File: config.mk
export PLATFORM = sky130hd
export DESIGN_NAME = irq_status_latch_bank
export DESIGN_NICKNAME = d
export VERILOG_FILES = /design/src/irq_status_pkg.sv /design/src/status_flag_cell.sv /design/src/irq_status_latch_bank.sv
export SDC_FILE = /design/constraint.sdc
export NUM_CORES = 1
export LEC_CHECK = 0
export BUFFER_PORTS_ARGS = -buffer_cell sky130_fd_sc_hd__buf_2
export CAP_MARGIN = 15
export CORE_MARGIN = 2
export CORE_UTILIZATION = 49
export CTS_CLUSTER_SIZE = 28
export DETAILED_ROUTE_END_ITERATION = 6
export PLACE_DENSITY = 0.76
export SYNTH_ARGS = -nofsm -noshare
export SYNTH_HDL_FRONTEND = slang
export SYNTH_SLANG_ARGS = --single-unit
File: constraint.sdc
create_clock -name clk_i -period 2.5 [get_ports clk_i]
set_input_delay 0.5 -clock clk_i [delete_from_list [all_inputs] [get_ports clk_i]]
set_output_delay 0.5 -clock clk_i [all_outputs]
set_load 0.02 [all_outputs]
File: src/irq_status_pkg.sv
// Constants for the interrupt status latch bank
package irq_status_pkg;
   localparam logic [9:0] ADDR_LINK_STATUS  = 10'h022;
   localparam logic [9:0] ADDR_DAC_PATTERN  = 10'h024;
   localparam logic [9:0] ADDR_PAIR_A       = 10'h025;
   localparam logic [9:0] ADDR_MODE_LINK    = 10'h01E;
   localparam logic [9:0] ADDR_MODE_PATTERN = 10'h01F;
   localparam logic [9:0] ADDR_MODE_PAIR_A  = 10'h020;
   localparam logic [9:0] ADDR_FIFO_FULL    = 10'h30C;
   localparam logic [9:0] ADDR_FIFO_EMPTY   = 10'h30D;
   localparam int BIT_PLL_LOCK    = 2;
   localparam int BIT_LANE_ERR    = 1;
   localparam int BIT_POWER       = 7;
   localparam int BIT_BLANK       = 5;
   localparam int BIT_NCO         = 4;
   localparam logic [7:0] MASK_LINK    = 8'h06;
   localparam logic [7:0] MASK_PATTERN = 8'h0F;
   localparam logic [7:0] MASK_PAIR_A  = 8'hB0;
   localparam logic [7:0] RESET_VALUE  = 8'h00;
endpackage : irq_status_pkg

File: src/status_flag_cell.sv
// One status flag: live mirror or rising-edge capture with write-one clear
`timescale 1ns/10ps
module status_flag_cell (
   input  wire logic clk_i,     // Device clock
   input  wire logic rst_n_i,   // Synchronous reset, active low
   input  wire logic src_i,     // Source condition level
   input  wire logic mode_i,    // Capture mode select
   input  wire logic clr_i,     // Write-one-to-clear pulse
   output logic      status_o,  // Read-back value
   output logic      captured_o // Captured and holding
);
   logic src_prev_r;
   logic src_prev_nxt;
   logic cap_r;
   logic cap_nxt;

   always_comb begin
      src_prev_nxt = src_i;
      cap_nxt      = cap_r;
      if (!mode_i) begin
         cap_nxt = 1'b0;
      end else begin
         if (clr_i) begin
            cap_nxt = 1'b0;
         end
         if (src_i && !src_prev_r) begin
            cap_nxt = 1'b1;
         end
      end
   end

   always_ff @(posedge clk_i) begin
      if (!rst_n_i) begin
         src_prev_r <= 1'b0;
         cap_r      <= 1'b0;
      end else begin
         src_prev_r <= src_prev_nxt;
         cap_r      <= cap_nxt;
      end
   end

   assign status_o   = mode_i ? cap_r : src_i;
   assign captured_o = mode_i & cap_r;

   cap_hold_a: assert property (@(posedge clk_i) disable iff (!rst_n_i)
      (mode_i && cap_r && !clr_i && $stable(mode_i)) |=> cap_r)
      else $error("captured flag dropped without clear");
   cap_edge_a: assert property (@(posedge clk_i) disable iff (!rst_n_i)
      (mode_i && src_i && !src_prev_r) ##1 mode_i |-> cap_r)
      else $error("rising source not captured");
   live_mirror_a: assert property (@(posedge clk_i) disable iff (!rst_n_i)
      !mode_i |-> status_o == src_i)
      else $error("status does not mirror source");
endmodule : status_flag_cell

File: src/irq_status_latch_bank.sv
// Interrupt status bank with capture modes and register access port
`timescale 1ns/10ps
module irq_status_latch_bank
   import irq_status_pkg::*;
#(
   parameter int LANES = 8   // Number of serial lanes
) (
   input  wire logic             clk_i,          // Device clock
   input  wire logic             rst_n_i,        // Sync reset, active low
   input  wire logic [9:0]       reg_addr_i,     // Register address
   input  wire logic             reg_wr_i,       // Write strobe
   input  wire logic [7:0]       reg_wdata_i,    // Write data
   output logic      [7:0]       reg_rdata_o,    // Read data, registered
   input  wire logic             pll_locked_i,   // Serdes PLL locked
   input  wire logic             link_enable_i,  // Serial link enable
   input  wire logic [LANES-1:0] lane_full_i,    // Lane FIFO full
   input  wire logic [LANES-1:0] lane_empty_i,   // Lane FIFO empty
   input  wire logic [3:0]       pattern_err_i,  // Per-DAC check failure
   input  wire logic             power_over_i,   // Pair A over threshold
   input  wire logic             blank_done_i,   // Pair A blanking done
   input  wire logic             nco_trip_i,     // Pair A NCO align trip
   output logic                  irq_n_o         // Interrupt, active low
);
   localparam int NFLAG = 9;

   logic             lane_err_r;
   logic             lane_err_nxt;
   logic             link_en_prev_r;
   logic             link_en_prev_nxt;
   logic             link_off_seen_r;
   logic             link_off_seen_nxt;
   logic [7:0]       mode_link_r;
   logic [7:0]       mode_link_nxt;
   logic [7:0]       mode_pat_r;
   logic [7:0]       mode_pat_nxt;
   logic [7:0]       mode_pair_r;
   logic [7:0]       mode_pair_nxt;
   logic [7:0]       rdata_nxt;
   logic [7:0]       rdata_r;
   logic [NFLAG-1:0] src;
   logic [NFLAG-1:0] mode;
   logic [NFLAG-1:0] clr;
   logic [NFLAG-1:0] stat;
   logic [NFLAG-1:0] capd;
   logic [7:0]       link_stat;
   logic [7:0]       pat_stat;
   logic [7:0]       pair_stat;
   logic [10:0]      wr_req;

   // Write strobe and address travel together so every write decode sees both
   assign wr_req = {reg_wr_i, reg_addr_i};

   function automatic logic hit(input logic [10:0] q, input logic [9:0] a);
      hit = q[10] && (q[9:0] == a);
   endfunction : hit

   // Lane error stays sticky until the link goes down and comes back up
   always_comb begin
      link_en_prev_nxt  = link_enable_i;
      lane_err_nxt      = lane_err_r;
      link_off_seen_nxt = link_off_seen_r;
      if (!link_enable_i) begin
         link_off_seen_nxt = lane_err_r;
      end
      if (link_enable_i && !link_en_prev_r && link_off_seen_r) begin
         lane_err_nxt      = 1'b0;
         link_off_seen_nxt = 1'b0;
      end
      if (link_enable_i && ((|lane_full_i) || (|lane_empty_i))) begin
         lane_err_nxt = 1'b1;
      end
   end

   always_ff @(posedge clk_i) begin
      if (!rst_n_i) begin
         lane_err_r      <= 1'b0;
         link_en_prev_r  <= 1'b0;
         link_off_seen_r <= 1'b0;
      end else begin
         lane_err_r      <= lane_err_nxt;
         link_en_prev_r  <= link_en_prev_nxt;
         link_off_seen_r <= link_off_seen_nxt;
      end
   end

   // Capture mode select registers
   always_comb begin
      mode_link_nxt = mode_link_r;
      mode_pat_nxt  = mode_pat_r;
      mode_pair_nxt = mode_pair_r;
      if (hit(wr_req, ADDR_MODE_LINK)) begin
         mode_link_nxt = reg_wdata_i & MASK_LINK;
      end
      if (hit(wr_req, ADDR_MODE_PATTERN)) begin
         mode_pat_nxt = reg_wdata_i & MASK_PATTERN;
      end
      if (hit(wr_req, ADDR_MODE_PAIR_A)) begin
         mode_pair_nxt = reg_wdata_i & MASK_PAIR_A;
      end
   end

   always_ff @(posedge clk_i) begin
      if (!rst_n_i) begin
         mode_link_r <= RESET_VALUE;
         mode_pat_r  <= RESET_VALUE;
         mode_pair_r <= RESET_VALUE;
      end else begin
         mode_link_r <= mode_link_nxt;
         mode_pat_r  <= mode_pat_nxt;
         mode_pair_r <= mode_pair_nxt;
      end
   end

   // Flag order: pll, lane, dac0..3, power, blank, nco
   assign src  = {nco_trip_i, blank_done_i, power_over_i, pattern_err_i,
                  lane_err_r, pll_locked_i};
   assign mode = {mode_pair_r[BIT_NCO], mode_pair_r[BIT_BLANK],
                  mode_pair_r[BIT_POWER], mode_pat_r[3:0],
                  mode_link_r[BIT_LANE_ERR], mode_link_r[BIT_PLL_LOCK]};
   assign clr  = {hit(wr_req, ADDR_PAIR_A) & reg_wdata_i[BIT_NCO],
                  hit(wr_req, ADDR_PAIR_A) & reg_wdata_i[BIT_BLANK],
                  hit(wr_req, ADDR_PAIR_A) & reg_wdata_i[BIT_POWER],
                  {4{hit(wr_req, ADDR_DAC_PATTERN)}} & reg_wdata_i[3:0],
                  hit(wr_req, ADDR_LINK_STATUS) & reg_wdata_i[BIT_LANE_ERR],
                  hit(wr_req, ADDR_LINK_STATUS) & reg_wdata_i[BIT_PLL_LOCK]};

   for (genvar g = 0; g < NFLAG; g++) begin : g_flag
      status_flag_cell u_cell (
         .clk_i      (clk_i),
         .rst_n_i    (rst_n_i),
         .src_i      (src[g]),
         .mode_i     (mode[g]),
         .clr_i      (clr[g]),
         .status_o   (stat[g]),
         .captured_o (capd[g])
      );
   end

   assign link_stat = {5'h00, stat[0], stat[1], 1'b0};
   assign pat_stat  = {4'h0, stat[5:2]};
   assign pair_stat = {stat[6], 1'b0, stat[7], stat[8], 4'h0};

   // Read mux; unmapped addresses return zero
   always_comb begin
      case (reg_addr_i)
         ADDR_LINK_STATUS:  rdata_nxt = link_stat;
         ADDR_DAC_PATTERN:  rdata_nxt = pat_stat;
         ADDR_PAIR_A:       rdata_nxt = pair_stat;
         ADDR_MODE_LINK:    rdata_nxt = mode_link_r;
         ADDR_MODE_PATTERN: rdata_nxt = mode_pat_r;
         ADDR_MODE_PAIR_A:  rdata_nxt = mode_pair_r;
         ADDR_FIFO_FULL:    rdata_nxt = 8'(lane_full_i);
         ADDR_FIFO_EMPTY:   rdata_nxt = 8'(lane_empty_i);
         default:           rdata_nxt = 8'h00;
      endcase
   end

   always_ff @(posedge clk_i) begin
      if (!rst_n_i) begin
         rdata_r <= RESET_VALUE;
      end else begin
         rdata_r <= rdata_nxt;
      end
   end

   assign reg_rdata_o = rdata_r;
   assign irq_n_o     = ~(|capd);

   irq_level_a: assert property (@(posedge clk_i) disable iff (!rst_n_i)
      irq_n_o == !(|(mode & stat)))
      else $error("interrupt level disagrees with captured flags");
   lane_sticky_a: assert property (@(posedge clk_i) disable iff (!rst_n_i)
      (lane_err_r && link_enable_i && link_en_prev_r) |=> lane_err_r)
      else $error("lane error dropped while link stayed up");
   lane_set_a: assert property (@(posedge clk_i) disable iff (!rst_n_i)
      (link_enable_i && |lane_full_i) |=> lane_err_r)
      else $error("lane full did not raise error");
   reserved_zero_a: assert property (@(posedge clk_i) disable iff (!rst_n_i)
      (link_stat[0] == 1'b0) && (pair_stat[6] == 1'b0) &&
      (pat_stat[7:4] == 4'h0))
      else $error("reserved status bit nonzero");
   mode_write_a: assert property (@(posedge clk_i) disable iff (!rst_n_i)
      hit(wr_req, ADDR_MODE_PATTERN) |=>
      mode_pat_r == ($past(reg_wdata_i) & MASK_PATTERN))
      else $error("mode register write lost");
   read_full_a: assert property (@(posedge clk_i) disable iff (!rst_n_i)
      reg_addr_i == ADDR_FIFO_FULL |=> reg_rdata_o == 8'($past(lane_full_i)))
      else $error("fifo full readback wrong");
endmodule : irq_status_latch_bank

==> qor.log <==
INFO  global_routing overflow=0
INFO  timing         hold_viol_final=0
INFO  cts            post_cts_setup_repair_bufs=0
INFO  logic_synthesis synth.largest_area_cell=dfxtp_1
INFO  logic_synthesis synthesis.yosys.warnings=0
INFO  cts            cts_num_sinks=38
INFO  worst_setup_path criticalPathCategory=in -> reg
INFO  cts            cts_tree=yes
INFO  route          detail_route.wirelength.met1=2.106mm
INFO  route          drt_pre_antenna_iters=4
INFO  timing         maximum_clock_frequency=0.5094GHz
INFO  layout         antenna_cells_inserted=0
INFO  logic_synthesis synth_top_cells_by_area=dfxtp_1 (40%), mux2i_1 (7.8%), nand2_1 (5.7%)
INFO  cts            max-clock-path-buffers=2
INFO  cts            clock_tree.root_cell=clkbuf_8
INFO  timing         transition_time_at_the_pin_with_the_least_slew_margin=0.6522ns
INFO  cts            cts-buffers-inserted=5
INFO  placed_design  final_weighted_congestion_in_routability_driven_placement=0.8808
INFO  pwr            power.switching=283.7uW
INFO  worst_setup_path worst_setup_path_end_kind=flip-flop
INFO  logic_synthesis most_frequently_used_cell_type_in_the_post_synthesis_netlist=dfxtp_1
INFO  global_routing grt_first_pass_wirelength=7.203mm
INFO  pwr            clkPwrFrac=36.9%
INFO  pwr            cellPowerDensity=509.6nW/um^2
INFO  logic_synthesis yosysUniqueCellTypes=44
INFO  worst_setup_path critical_path.max_fanout=5
INFO  worst_setup_path worst_ep_arrival_time=2.18ns
INFO  layout         flow.area_growth_from_synthesis=20.98%
INFO  pwr            cellInternalPower=896.5uW
INFO  floorplanning  placement_rows=22
INFO  route          met3_length=344um
INFO  global_routing grt_max_degree=29
INFO  placed_design  portBuffers=53
INFO  cts            clkTransAtPathRegs=0.07ns
INFO  cts            worst_skew_pair.late_latency=0.29ns
INFO  pwr            power.leakage=0.9559nW
INFO  logic_synthesis synth_edf_count=0
INFO  pwr            seq_power_share=52.5%
INFO  cts            h-tree-depth=2
INFO  placed_design  dp_cells=319
INFO  layout         fin_cells=327
INFO  logic_synthesis flip_flop_and_latch_count_after_synthesis=38
INFO  floorplanning  chipHeight=66.51um
INFO  logic_synthesis synthesis.area=1914um^2
INFO  timing         final_max_slew_viol_count=0
INFO  timing         largest_clock_skew_in_the_final_design=0.003706ns
INFO  run_status     outcome=finished, final reports clean
INFO  logic_synthesis yosysSeqAreaShare=39.74%
INFO  run            cap_viol_max_count=0
INFO  floorplanning  io-pin-count=55
INFO  pwr            sw_frac_of_total=24.04%
INFO  layout         design.final.nets=324
INFO  pwr            maximum_vdd_ir_drop=0.0002628V
INFO  timing         slew-limit-headroom=56.23%
INFO  floorplanning  initial_core_util=51.52%
INFO  floorplanning  floorplan.die_area=4423um^2
INFO  route          remaining_drc_errors=0
INFO  timing         final_min_period_over_clock_period=78.53%
INFO  route          wirelength=4.573mm
INFO  cts            cts.hold.buffers_added=0
INFO  floorplanning  dieWidth=66.51um
INFO  floorplanning  core_footprint=3716um^2
INFO  route          viasPerCell=5.401
INFO  timing         timing.setup.tns=0ns
INFO  logic_synthesis yosys.area.top_type_share=39.74%
INFO  global_routing grt_antenna_before_repair=0
INFO  min_path       timing.hold.worst.class=in -> reg
INFO  route          detailroute.wirelength.met2=2.040mm
INFO  cts            postCtsResizedCells=0
INFO  global_routing grt_util_all_layers=22.42%
INFO  route          top_signal_layer_used=met4
INFO  logic_synthesis syn_inst=225
INFO  pwr            p_comb_share=10.6%
INFO  worst_setup_path cp_data_required_time=2.72ns
INFO  placed_design  dpl_wire_length=3.421mm
INFO  logic_synthesis async_flop_share=0%
INFO  logic_synthesis synthTopCellsByCount=dfxtp_1 (38), nand2_1 (29), mux2i_1 (15)
INFO  route          via_count=1766
INFO  logic_synthesis yosys_most_used_dff=dfxtp_1
INFO  timing         setup_repair_after_global_routing_missed_its_margin=no
INFO  timing         post-route-min-period=1.963ns
INFO  global_routing first_global_vias=1568
INFO  worst_setup_path startpoint_class=input pin
INFO  logic_synthesis synthesis.nets=271
INFO  logic_synthesis synth_area_per_cell=8.508um^2
INFO  route          dr.first_iter.drc_count=124
INFO  layout         post_route_cells_drive_above_1_share=27.24%
INFO  timing         timing.final.setup_violations=0
INFO  route          antenna_violating_nets_post_route=0
INFO  route          detail_route.wl_per_cell=13.98um
## cell type report
cell class / count / area (um^2)
Inverter: 14 / 52.55
Clock inverter: 2 / 12.51
Timing Repair Buffer: 58 / 302.8
Tap cell: 48 / 60.06
Clock buffer: 6 / 82.58
Fill cell: 352 / 1400
Sequential cell: 38 / 760.7
Multi-Input combinational cell: 161 / 1045
## placed cells by master, fill, tap and decap left out, drive strengths merged, types with 3 or more instances in the layout
cell type  Yosys  routed
inv           14      14
a21oi         10      10
a41o           4       4
dfxtp         38      38
nor4           6       6
and2          11      11
buf            5      58
nor3           3       3
mux2i         15      15
clkbuf         7       6
nor2           4       4
nor2b          4       4
nand4          4       4
o41ai          3       3
a21o           3       3
a31oi          7       7
o21ai          6       6
nand3         12      12
nand2         29      29
mux2           5       5
nand2b        11      11
## layer usage
| metal | track usage, % | up-vias |
|---|---|---|
| met3 | 5.743 | 6 |
| met4 | 9.694 | 0 |
| met2 | 35.38 | 70 |
| met5 | 0 | - |
| li1 | - | 920 |
| met1 | 28.84 | 770 |
## power by group through the flow
stage	clock [mW]	combinational [mW]	sequential, mW
floorplan	0	0.0647	0.633
detailed placement	0	0.125	0.634
global route	0.474	0.138	0.621
finish	0.435	0.125	0.620
CTS	0.447	0.126	0.620
global placement	0	0.123	0.634
## sequential cells by signal (all words and copies together), names as in the netlist
signal and cells:
g_flag.u_cell.cap_r 9, g_flag.u_cell.src_prev_r 9, reg_rdata_o 8, mode_pat_r 4, mode_pair_r 3, mode_link_r 2, lane_err_r 1, link_en_prev_r 1
link_off_seen_r 1
## metrics by stage
stage                     hold WS [ns]  util [%]  total power, mW  worst slack [ns]  cell area, um^2
final                           0.4341     62.32            1.180            0.5369             2316
after global routing            0.4362     62.32            1.233            0.4676             2316
after CTS                       0.4280     62.32            1.192            0.5408             2316
after detailed placement        0.4700     59.76           0.7586            0.2703             2221
after global placement          0.4617     59.76           0.7562            0.2965             2221
after floorplan                 0.4453         -           0.6972            0.4491             1914
## path summary, 6_finish.rpt
| check | from | end | slack, ns | cells after the start |
|---|---|---|---|---|
| worst max-delay path | reg_addr_i[5] | mode_link_r[2] | 0.54 | 6 |
| worst max register to register | mode_link_r[1] | reg_rdata_o[1] | 1.46 | 3 |
| worst min-delay path | pattern_err_i[2] | g_flag[4].u_cell.src_prev_r | 0.43 | 2 |
| worst min register to register | mode_pair_r[5] | g_flag[7].u_cell.cap_r | 0.48 | 2 |
## kinds of logic (layout without fill, tap and decap cells)
family | count (synthesis) | count (layout) | synth area share (%)
mux | 20 | 20 | 10.78
compound gates | 43 | 43 | 15.16
simple gates | 98 | 98 | 28.63
flops | 38 | 38 | 39.74
buf+inv | 26 | 80 | 5.686
## critical path: stages
cell	delay, ns
buf_2	0.10
or4b_2	0.73
nor2_1	0.19
buf_4	0.16
and4b_1	0.27
mux2i_1	0.23
No activity file was read; power rests on OpenSTA's default activity.
